===== src/rtl/abu_pkg.sv =====
// Package with constants and carrier types of the address breakpoint unit.
`default_nettype none
package abu_pkg;

   // Register byte addresses on the Wishbone bus.
   localparam logic [4:0] ABU_OFS_STATUS_CONTROL = 5'h00;
   localparam logic [4:0] ABU_OFS_ADDRESS_HIGH   = 5'h04;
   localparam logic [4:0] ABU_OFS_ADDRESS_LOW    = 5'h08;
   localparam logic [4:0] ABU_OFS_AUXILIARY      = 5'h0C;
   localparam logic [4:0] ABU_OFS_WAIT_STATUS    = 5'h10;
   localparam logic [4:0] ABU_OFS_FLAG_CONTROL   = 5'h14;
   localparam logic [4:0] ABU_OFS_IRQ_STATUS     = 5'h18;
   localparam logic [4:0] ABU_OFS_IRQ_MASK       = 5'h1C;

   // Field positions.
   localparam int ABU_BIT_BREAK_ENABLE   = 7;
   localparam int ABU_BIT_BREAK_ACTIVE   = 6;
   localparam int ABU_BIT_WDOG_HOLD      = 0;
   localparam int ABU_BIT_WAIT_EXIT      = 1;
   localparam int ABU_BIT_FLAG_CLEAR_EN  = 7;
   localparam int ABU_BIT_IRQ_ADDR_BREAK = 0;
   localparam int ABU_BIT_IRQ_SOFT_BREAK = 1;
   localparam int ABU_BIT_IRQ_WAIT_EXIT  = 2;

   // Values after reset.
   localparam logic [7:0] ABU_RST_BYTE = 8'h00;
   localparam logic [2:0] ABU_RST_IRQ  = 3'h0;

   // Break vectors.
   localparam logic [15:0] ABU_VECTOR_NORMAL  = 16'hFFFC;
   localparam logic [15:0] ABU_VECTOR_MONITOR = 16'hFEFC;

   // Handshake latency of the bus slave in cycles.
   localparam int ABU_WB_LATENCY = 1;

   // Signals from the CPU core.
   typedef struct packed {
      logic [15:0] addr;          // CPU generated address.
      logic        addr_valid;    // Address is a CPU fetch this cycle.
      logic        opcode_fetch;  // Address is an opcode, not an operand.
      logic        insn_end;      // Last cycle of the current instruction.
      logic        rti_done;      // Return-from-interrupt op executed.
      logic        wait_mode;     // CPU in wait mode.
      logic        stop_mode;     // CPU in stop mode.
      logic        wait_wake;     // Wait mode has been left; held until the break request.
      logic        monitor_mode;  // Monitor mode latched.
   } abu_cpu_s;

   // Controls toward the system integration unit and other modules.
   typedef struct packed {
      logic        breakpoint_request; // One-cycle break request.
      logic [15:0] vector_addr;        // Break vector address.
      logic [7:0]  software_interrupt_op; // Opcode forced into the IR.
      logic        break_state;        // Break routine in progress.
      logic        watchdog_hold;      // Watchdog timer suppressed.
      logic        flag_clear_allow;   // Status flags may be cleared.
      logic        timer_freeze;       // Timer counter halted.
      logic        capture_inhibit;    // Input captures blocked.
   } abu_ctl_s;

endpackage : abu_pkg
`default_nettype wire


===== src/rtl/abu_break_unit.sv =====
// Address breakpoint unit with Wishbone register access.
`default_nettype none
module abu_break_unit
   import abu_pkg::*;
#(
   parameter int         ADDR_W  = 16,
   parameter logic [7:0] SWI_OP  = 8'h00
) (
   // Clock and reset.
   input  wire logic        clk_i,
   input  wire logic        rst_i,
   // Wishbone classic slave.
   input  wire logic        wb_cyc_i,
   input  wire logic        wb_stb_i,
   input  wire logic        wb_we_i,
   input  wire logic [4:0]  wb_adr_i,
   input  wire logic [3:0]  wb_sel_i,
   input  wire logic [31:0] wb_dat_i,
   output logic      [31:0] wb_dat_o,
   output logic             wb_ack_o,
   // CPU core side.
   input  wire abu_cpu_s    cpu_i,
   // System integration side.
   output abu_ctl_s         ctl_o,
   // Interrupt.
   output logic             irq_o
);

   if (ADDR_W != 16) begin : g_chk
      $error("abu_break_unit serves only a 16-bit address");
   end

   logic       enable_r;
   logic       active_r;
   logic [7:0] addr_hi_r;
   logic [7:0] addr_lo_r;
   logic       wdog_hold_r;
   logic       wait_exit_r;
   logic       flag_clr_en_r;
   logic [2:0] irq_stat_r;
   logic [2:0] irq_mask_r;
   logic       armed_r;
   logic       operand_pend_r;
   logic       soft_pend_r;
   logic       break_state_r;
   logic       req_r;
   logic [15:0] vector_r;
   logic [31:0] rdata_r;
   logic       ack_r;

   // Bus decode.
   logic       access;
   logic       wr_lane0;
   logic       wr_scr;
   logic       wr_hi;
   logic       wr_lo;
   logic       wr_aux;
   logic       wr_wst;
   logic       wr_bfc;
   logic       wr_ist;
   logic       wr_imk;
   logic [7:0] wbyte;

   assign access   = wb_cyc_i && wb_stb_i && !ack_r;
   assign wr_lane0 = access && wb_we_i && wb_sel_i[0];
   assign wbyte    = wb_dat_i[7:0];
   assign wr_scr   = wr_lane0 && (wb_adr_i == ABU_OFS_STATUS_CONTROL);
   assign wr_hi    = wr_lane0 && (wb_adr_i == ABU_OFS_ADDRESS_HIGH);
   assign wr_lo    = wr_lane0 && (wb_adr_i == ABU_OFS_ADDRESS_LOW);
   assign wr_aux   = wr_lane0 && (wb_adr_i == ABU_OFS_AUXILIARY);
   assign wr_wst   = wr_lane0 && (wb_adr_i == ABU_OFS_WAIT_STATUS);
   assign wr_bfc   = wr_lane0 && (wb_adr_i == ABU_OFS_FLAG_CONTROL);
   assign wr_ist   = wr_lane0 && (wb_adr_i == ABU_OFS_IRQ_STATUS);
   assign wr_imk   = wr_lane0 && (wb_adr_i == ABU_OFS_IRQ_MASK);

   // Address comparison and break sources.
   logic       cmp_hit;
   logic       hit;
   logic       opcode_hit;
   logic       operand_hit;
   logic       soft_set;
   logic       take_break;
   logic       soft_take;

   // Fetches in wait or stop never advance the address, so nothing fires.
   assign cmp_hit = cpu_i.addr_valid && !cpu_i.wait_mode &&
                    !cpu_i.stop_mode &&
                    (cpu_i.addr == {addr_hi_r, addr_lo_r});
   assign hit = enable_r && armed_r && cmp_hit &&
                !break_state_r;
   assign opcode_hit  = hit && cpu_i.opcode_fetch;
   assign operand_hit = hit && !cpu_i.opcode_fetch;
   assign soft_set    = wr_scr && wbyte[ABU_BIT_BREAK_ACTIVE];

   // Software breaks and operand hits wait for the instruction boundary.
   assign soft_take = soft_pend_r && cpu_i.insn_end;
   assign take_break = !break_state_r && !req_r &&
      (opcode_hit ||
       (operand_pend_r && cpu_i.insn_end) || soft_take);

   // Break enable control.
   always_ff @(posedge clk_i) begin
      if (rst_i) begin
         enable_r <= 1'b0;
      end else if (wr_scr) begin
         enable_r <= wbyte[ABU_BIT_BREAK_ENABLE];
      end
   end

   // Break active bit: the hardware set wins over a software clear.
   always_ff @(posedge clk_i) begin
      if (rst_i) begin
         active_r <= 1'b0;
      end else if (hit || soft_set) begin
         active_r <= 1'b1;
      end else if (wr_scr) begin
         active_r <= 1'b0;
      end
   end

   // Break address halves.
   always_ff @(posedge clk_i) begin
      if (rst_i) begin
         addr_hi_r <= ABU_RST_BYTE;
         addr_lo_r <= ABU_RST_BYTE;
      end else begin
         if (wr_hi) begin
            addr_hi_r <= wbyte;
         end
         if (wr_lo) begin
            addr_lo_r <= wbyte;
         end
      end
   end

   // A match disarms the comparator until a new address is loaded.
   always_ff @(posedge clk_i) begin
      if (rst_i) begin
         armed_r <= 1'b1;
      end else if (wr_hi || wr_lo) begin
         armed_r <= 1'b1;
      end else if (hit) begin
         armed_r <= 1'b0;
      end
   end

   // Pending operand hit and software break.
   always_ff @(posedge clk_i) begin
      if (rst_i) begin
         operand_pend_r <= 1'b0;
         soft_pend_r    <= 1'b0;
      end else begin
         if (take_break) begin
            operand_pend_r <= 1'b0;
         end else if (operand_hit) begin
            operand_pend_r <= 1'b1;
         end
         if (take_break) begin
            soft_pend_r <= 1'b0;
         end else if (soft_set && !break_state_r) begin
            soft_pend_r <= 1'b1;
         end
      end
   end

   // Break request pulse, vector and break state.
   always_ff @(posedge clk_i) begin
      if (rst_i) begin
         req_r    <= 1'b0;
         vector_r <= ABU_VECTOR_NORMAL;
      end else begin
         req_r <= take_break;
         if (take_break) begin
            vector_r <= cpu_i.monitor_mode ? ABU_VECTOR_MONITOR
                                           : ABU_VECTOR_NORMAL;
         end
      end
   end

   always_ff @(posedge clk_i) begin
      if (rst_i) begin
         break_state_r <= 1'b0;
      end else if (req_r) begin
         break_state_r <= 1'b1;
      end else if (cpu_i.rti_done) begin
         break_state_r <= 1'b0;
      end
   end

   // Auxiliary and flag control bits.
   always_ff @(posedge clk_i) begin
      if (rst_i) begin
         wdog_hold_r   <= 1'b0;
         flag_clr_en_r <= 1'b0;
      end else begin
         if (wr_aux) begin
            wdog_hold_r <= wbyte[ABU_BIT_WDOG_HOLD];
         end
         if (wr_bfc) begin
            flag_clr_en_r <= wbyte[ABU_BIT_FLAG_CLEAR_EN];
         end
      end
   end

   // Wait exit flag: set when a break wakes the CPU, cleared by writing 0.
   logic wait_exit_set;
   assign wait_exit_set = take_break && cpu_i.wait_wake;

   always_ff @(posedge clk_i) begin
      if (rst_i) begin
         wait_exit_r <= 1'b0;
      end else if (wait_exit_set) begin
         wait_exit_r <= 1'b1;
      end else if (wr_wst && !wbyte[ABU_BIT_WAIT_EXIT]) begin
         wait_exit_r <= 1'b0;
      end
   end

   // Interrupt status, write one to clear, set wins.
   logic [2:0] irq_set;
   always_comb begin
      irq_set = 3'h0;
      irq_set[ABU_BIT_IRQ_ADDR_BREAK] = hit;
      irq_set[ABU_BIT_IRQ_SOFT_BREAK] = soft_take && take_break;
      irq_set[ABU_BIT_IRQ_WAIT_EXIT]  = wait_exit_set;
   end

   always_ff @(posedge clk_i) begin
      if (rst_i) begin
         irq_stat_r <= ABU_RST_IRQ;
      end else begin
         irq_stat_r <= irq_set |
                       (irq_stat_r & ~(wr_ist ? wbyte[2:0] : 3'h0));
      end
   end

   always_ff @(posedge clk_i) begin
      if (rst_i) begin
         irq_mask_r <= ABU_RST_IRQ;
      end else if (wr_imk) begin
         irq_mask_r <= wbyte[2:0];
      end
   end

   assign irq_o = |(irq_stat_r & irq_mask_r);

   // Read data and acknowledge; unmapped addresses read zero.
   logic [7:0] rbyte;
   always_comb begin
      rbyte = 8'h00;
      unique case (wb_adr_i)
         ABU_OFS_STATUS_CONTROL: begin
            rbyte[ABU_BIT_BREAK_ENABLE] = enable_r;
            rbyte[ABU_BIT_BREAK_ACTIVE] = active_r;
         end
         ABU_OFS_ADDRESS_HIGH: rbyte = addr_hi_r;
         ABU_OFS_ADDRESS_LOW:  rbyte = addr_lo_r;
         ABU_OFS_AUXILIARY:    rbyte[ABU_BIT_WDOG_HOLD] = wdog_hold_r;
         ABU_OFS_WAIT_STATUS:  rbyte[ABU_BIT_WAIT_EXIT] = wait_exit_r;
         ABU_OFS_FLAG_CONTROL: rbyte[ABU_BIT_FLAG_CLEAR_EN] = flag_clr_en_r;
         ABU_OFS_IRQ_STATUS:   rbyte[2:0] = irq_stat_r;
         ABU_OFS_IRQ_MASK:     rbyte[2:0] = irq_mask_r;
         default:              rbyte = 8'h00;
      endcase
   end

   always_ff @(posedge clk_i) begin
      if (rst_i) begin
         ack_r   <= 1'b0;
         rdata_r <= 32'h0000_0000;
      end else begin
         ack_r <= access;
         if (access && !wb_we_i) begin
            rdata_r <= {24'h00_0000, rbyte};
         end
      end
   end

   assign wb_ack_o = ack_r;
   assign wb_dat_o = rdata_r;

   // Outputs toward the system integration unit and peripherals.
   always_comb begin
      ctl_o.breakpoint_request    = req_r;
      ctl_o.vector_addr           = vector_r;
      ctl_o.software_interrupt_op = SWI_OP;
      ctl_o.break_state           = break_state_r;
      ctl_o.watchdog_hold         = break_state_r && wdog_hold_r &&
                                    cpu_i.monitor_mode;
      ctl_o.flag_clear_allow      = !break_state_r ||
                                    flag_clr_en_r;
      ctl_o.timer_freeze          = break_state_r;
      ctl_o.capture_inhibit       = break_state_r;
   end

endmodule : abu_break_unit
`default_nettype wire


===== config.mk =====
export PLATFORM = sky130hd
export DESIGN_NAME = abu_break_unit
export DESIGN_NICKNAME = d
export VERILOG_FILES = /design/src/rtl/abu_pkg.sv /design/src/rtl/abu_break_unit.sv
export SDC_FILE = /design/constraint.sdc
export NUM_CORES = 1
export LEC_CHECK = 0
export ABC_AREA = 1
export BUFFER_PORTS_ARGS = -buffer_cell sky130_fd_sc_hd__buf_4
export CORE_AREA = 2 2 75 77
export DETAILED_ROUTE_END_ITERATION = 8
export DIE_AREA = 0 0 77 79
export MAX_ROUTING_LAYER = met4
export PLACE_DENSITY = 0.85
export RECOVER_POWER = 25
export SLEW_MARGIN = 15
export SYNTH_ARGS = -nofsm -noshare
export SYNTH_HDL_FRONTEND = slang
export SYNTH_SLANG_ARGS = --single-unit

===== constraint.sdc =====
create_clock -name clk_i -period 1.9 [get_ports clk_i]
set_clock_uncertainty 0.05 [all_clocks]
set_input_delay 0.285 -clock clk_i [delete_from_list [all_inputs] [get_ports clk_i]]
set_output_delay 0.285 -clock clk_i [all_outputs]
set_load 0.05 [all_outputs]

---- Word-level counts from Yosys, hierarchy flattened ----
Cells that the tools add are included.
W data, S select, Z words.
cells by class
  $add $sub $neg .......................... 0
  multipliers ............................. 0
  divide/modulo/power cells ............... 0
  order comparisons ....................... 0
  equality and inequality tests ........... 8
  shift operators ......................... 0
  muxes and demuxes ....................... 14
  bitwise logic cells ..................... 4
  reductions and logical operators ........ 52
operators with widths
  cell                  number
  $logic_and A1 B1 Y1   32
  $eq A5 B5 Y1 const B  4
  $eq A16 B16 Y1        1
  $eq A5 B4 Y1 const B  2
  $pmux W1 S5           2
  $mux W9               1
  $logic_not A1 Y1      8
  $pmux W1 S4           2
  $and A3 B3 Y3         2
  $mux W1               6
  $pmux W3 S2           1
  $reduce_bool A2 Y1    3
  $eq A5 B3 Y1 const B  1
  $logic_not A5 Y1      1
  $logic_or A1 B1 Y1    5
  $reduce_or A2 Y1      2
  $mux W3               1
  $not A3 Y3            1
  $or A3 B3 Y3          1
  $pmux W1 S3           1
  $reduce_or A3 Y1      1
storage, ports and cells
  flip-flop bits (word level) ............. 57
  bits in latches ......................... 0
  bits in writable memories ............... 0
  ROM bits ................................ 0
  memories ................................ 0

---- Logic depth before layout (Yosys ltp) ----
  depth in word-level cells ............... 12
  mapped depth ............................ 11
  mapped depth without buffers ............ 11

---- Worst setup path before layout ----
OpenSTA, ideal clock, no wires.
  path kind ............................... flip-flop to output port
  start point ............................. reg break_state_r
  end point ............................... out ctl_o[3] (netlist name)
  arrival ................................. 1544 ps
  data required time ...................... 1565 ps
  slack ................................... 21 ps
  stages on the path, launching flop included .. 3
  path buffers ............................ 0
  cell sequence ........................... dfxtp_1 > inv_1 > nor3_1
RTL lines
  item                    RTL line               RTL
  start, declared         abu_break_unit.sv:45   logic break_state_r;
  start signal, assigned  abu_break_unit.sv:182  break_state_r <= 1'b0;
  start signal, assigned  abu_break_unit.sv:184  break_state_r <= 1'b1;
  start signal, assigned  abu_break_unit.sv:186  break_state_r <= 1'b0;
  end, declared           abu_break_unit.sv:24   output abu_ctl_s ctl_o,

==> results.md <==
| Step | Item | Reported |
| --- | --- | --- |
| critical path | Worst Setup End Kind | output pin |
| logic synthesis | Top-area cell type share of the netlist area | 33.17% |
| detailed routing | WL final | 5.936 mm |
| critical path | Crit path cell chain | inv_1 -> nor3_1 -> buf_4 |
| final layout | Antenna cell count | 0 |
| detailed routing | Wire length per cell | 12.02 um |
| critical path | Worst Setup Path Type | reg -> out |
| critical path | Longest individual stage delay on the worst path | 0.45 ns |
| floorplanning | Cell Rows | 27 |
| timing | Final hold violation count | 0 |
| global routing | Number of global-route vias before repair | 2133 |
| power | Power per cell area | 669.8 nW/um2 |
| place | Port buffer count | 59 |
| clocking | Total CTS buffers | 5 |
| clocking | TritonCTS clock tree | yes |
| floorplanning | Effective utilization at floorplan | 47.49% |
| logic synthesis | Register bit total from synthesis | 42 |
| critical path | CP max-delay cell | sky130_fd_sc_hd__dfxtp_1 |
| detailed routing | Via density per instance | 4.765 |
| timing | RSZ-0062 raised after global routing | false |
| clocking | Clock net sink count | 42 |
| power | P_leak | 1.328 nW |
| logic synthesis | Top cells by count, synth | sky130_fd_sc_hd__inv_1 (60), sky130_fd_sc_hd__nand2_1 (59), sky130_fd_sc_hd__buf_4 (52), sky130_fd_sc_hd__dfxtp_1 (42) |
| logic synthesis | Number of warnings issued by yosys | 0 |
| clocking | Clock latency on the worst-skew pair | 0.30 ns |
| timing | Setup_tns | 0 ns |
| floorplanning | Standard cell core area | 5338 um2 |
| floorplanning | Die outline area | 6083 um2 |
| global routing | Maximum number of pins on one net before global-route repair | 22 |
| floorplanning | Top-level port count | 134 |
| power | Sequential group share of total power | 46.1% |
| final layout | Area growth syn-to-layout | 14.02% |
| clocking | Total of cells resized after clock tree synthesis | 0 |
| clocking | Hold-fix buffers, CTS | 0 |
| global routing | Initial antenna violation count | 0 |
| clocking | Clock tree root driver cell | sky130_fd_sc_hd__clkbuf_8 |
| floorplanning | Chip height | 79 um |
| timing | Max-slew violations | 0 |
| critical path | Startpoint Class | flip-flop |
| logic synthesis | Most common cell in the synthesized netlist | sky130_fd_sc_hd__inv_1 |
| timing | Achievable Freq | 604.2 MHz |
| timing | Share of the clock period used by the worst path | 87.11% |
| logic synthesis | Top cell type by total area after synthesis | sky130_fd_sc_hd__dfxtp_1 |
| detailed routing | Remaining antenna violation count after routing | 0 |
| logic synthesis | Distinct cell type count after synthesis | 30 |
| clocking | Clock-pin transition on the worst setup and hold timing paths | 0.09 ns |
| logic synthesis | Area of the mapped netlist | 2535 um2 |
| detailed routing | DRT Pass-1 Iters | 4 |
| logic synthesis | Synth async-reset ratio | 0% |
| global routing | Sum of overflow across all layers after global routing | 0 |
| timing | Worst relative slew slack | 59.24% |
| critical path | Worst endpoint required time | 1.56 ns |
| logic synthesis | Primary FF master, synth | sky130_fd_sc_hd__dfxtp_1 |
| clocking | Number of buffers on the longest clock path | 2 |
| logic synthesis | Average size of a mapped cell | 6.926 um2 |
| global routing | Global routing usage summed across all routing layers | 20.24% |
| clocking | Setup bufs post-CTS | 0 |
| power | Clock share of power | 32.0% |
| logic synthesis | Post-synth EDFFs | 0 |
| place | Detailed placer's ending HPWL | 4.697 mm |
| logic synthesis | Sequential fraction of the synthesis area | 33.17% |
| critical path | CP Max Fanout | 7 |
| worst hold path | Path category of the worst min-delay check | in -> reg |
| power | Psw | 0.6621 mW |
| logic synthesis | Largest cells by area after synthesis | sky130_fd_sc_hd__dfxtp_1 (33%), sky130_fd_sc_hd__buf_4 (15%), sky130_fd_sc_hd__inv_1 (8.9%) |
| final layout | Final std cells w/o fill | 494 |
| detailed routing | Vias | 2354 |
| power | Part of the power in combinational logic | 21.9% |
| outcome | Run status | completed |
| detailed routing | DRC violations left | 0 |
| power | Peak supply drop | 0.4273 mV |
| logic synthesis | Number of standard cells after synthesis | 366 |
| clocking | Total number of H-tree levels | 2 |
| power | Cell-internal power | 1.274 mW |
| run | Maximum capacitance violations | 0 |
| place | Total placed cells including tap cells | 486 |
| timing | Final Critical Period | 1.655 ns |
| place | Routability Congestion | 0.9145 |
| final layout | # nets final | 491 |
| final layout | Share of post-route cells with drive strength above 1 | 17.77% |
| floorplanning | Die X-Extent | 77 um |
| timing | Total of endpoints with negative setup slack in the final report | 0 |
| critical path | Worst EP arrival | 1.32 ns |
| global routing | Global-route wire length before repair | 9.563 mm |
| power | Net switching fraction of the power | 34.20% |
| detailed routing | DRC marker count from the first detailed-route iteration | 139 |
| timing | Actual slew at the worst max-slew pin | 0.6140 ns |
==> cells by family after synthesis <==
| kind of cell | after synthesis | share of synthesized area (%) |
|---|---|---|
| compound gates | 79 | 17.92 |
| xor+xnor | 2 | 0.6911 |
| buf+inv | 120 | 26.06 |
| flops | 42 | 33.17 |
| other cells | 2 | 0.2963 |
| simple gates | 121 | 21.87 |
==> worst paths after layout <==
check | startpoint | endpoint | slack (ns) | cells past startpoint
worst min register to register | vector_r[8] | vector_r[8] | 0.42 | 2
worst max-delay path | break_state_r | ctl_o[3] | 0.24 | 3
worst min-delay path | cpu_i[4] | break_state_r | 0.11 | 2
worst max register to register | wb_ack_o | addr_lo_r[1] | 0.33 | 6
==> final cells by class <==
cell class                 count  area, um2
fill                         541       2447
tap                           72      90.09
clock inverter                 2      12.51
clock buffer                   6      82.58
timing repair buffer          61      429.2
sequential                    42      840.8
inverter                      62      232.7
multi-input combinational    249       1202
==> power by group through the flow <==
| stage | registers, mW | clock network [mW] | logic, mW |
|---|---|---|---|
| 2_1_floorplan | 0.941 | 0 | 0.356 |
| 3_3_place_gp | 0.914 | 0 | 0.423 |
| 3_5_place_dp | 0.914 | 0 | 0.428 |
| 4_1_cts | 0.893 | 0.621 | 0.429 |
| 5_1_grt | 0.894 | 0.671 | 0.447 |
| 6_report | 0.893 | 0.619 | 0.424 |
==> metrics by stage <==
stage	worst slack, ns	area [um2]	hold slack (ns)	total power [mW]	utilization [%]
final	0.2449	2890	0.1089	1.936	54.15
after CTS	0.2057	2932	0.1090	1.943	54.92
after detailed placement	0.2558	2836	0.3949	1.342	53.14
after floorplan	0.02097	2704	0.3385	1.297	-
after global routing	0.1226	2890	0.1037	2.013	54.15
after global placement	0.3529	2836	0.3940	1.337	53.14
==> layout by cell type (no fill, tap or decap) <==
cell,synthesis,routed
sky130_fd_sc_hd__buf_12,0,1
sky130_fd_sc_hd__nand3_2,1,1
sky130_fd_sc_hd__xnor2_1,2,2
sky130_fd_sc_hd__dfxtp_1,42,42
sky130_fd_sc_hd__nand4_1,8,8
sky130_fd_sc_hd__clkinvlp_4,0,1
sky130_fd_sc_hd__o21ai_1,1,1
sky130_fd_sc_hd__clkbuf_1,3,11
sky130_fd_sc_hd__a21oi_2,2,2
sky130_fd_sc_hd__a21oi_1,24,24
sky130_fd_sc_hd__clkbuf_8,0,6
sky130_fd_sc_hd__nor2_1,31,31
sky130_fd_sc_hd__conb_1,2,47
sky130_fd_sc_hd__o21bai_1,1,1
sky130_fd_sc_hd__nand2_1,59,59
sky130_fd_sc_hd__nand2_2,2,2
sky130_fd_sc_hd__o21ai_0,31,31
sky130_fd_sc_hd__nor3_1,3,3
sky130_fd_sc_hd__inv_1,60,60
sky130_fd_sc_hd__o31ai_1,2,2
sky130_fd_sc_hd__clkinv_2,0,1
sky130_fd_sc_hd__a31oi_1,2,2
sky130_fd_sc_hd__nand2_4,2,2
sky130_fd_sc_hd__inv_2,2,2
sky130_fd_sc_hd__a41oi_1,1,1
sky130_fd_sc_hd__o21ai_2,3,3
sky130_fd_sc_hd__nand3_1,10,10
sky130_fd_sc_hd__o221ai_1,4,4
sky130_fd_sc_hd__o22ai_1,7,7
sky130_fd_sc_hd__buf_4,52,49
sky130_fd_sc_hd__a211oi_1,1,1
sky130_fd_sc_hd__nor2_4,5,5
==> flip-flops by register name (all words and copies together), names as in the netlist, 3 cells and up <==
| name | cells |
|---|---|
| addr_hi_r | 8 |
| addr_lo_r | 8 |
| irq_mask_r | 3 |
| irq_stat_r | 3 |
| wb_dat_o | 8 |
==> worst max-delay path, delay by kind of cell (launching register included) <==
kind	cells	cell delay, ns
buffers and inverters	2	0.34
DFF	1	0.45
and+or+nand+nor	1	0.24
==> routing by layer <==
| layer | track usage (%) | wire, um | vias up |
|---|---|---|---|
| met4 | 7.857 | 140 | 0 |
| met5 | - | 0 | - |
| met1 | 23.07 | 2426 | 1061 |
| met3 | 4.545 | 407 | 13 |
| li1 | - | - | 1177 |
| met2 | 34.91 | 2962 | 103 |
No activity file was read; power rests on OpenSTA's default activity.
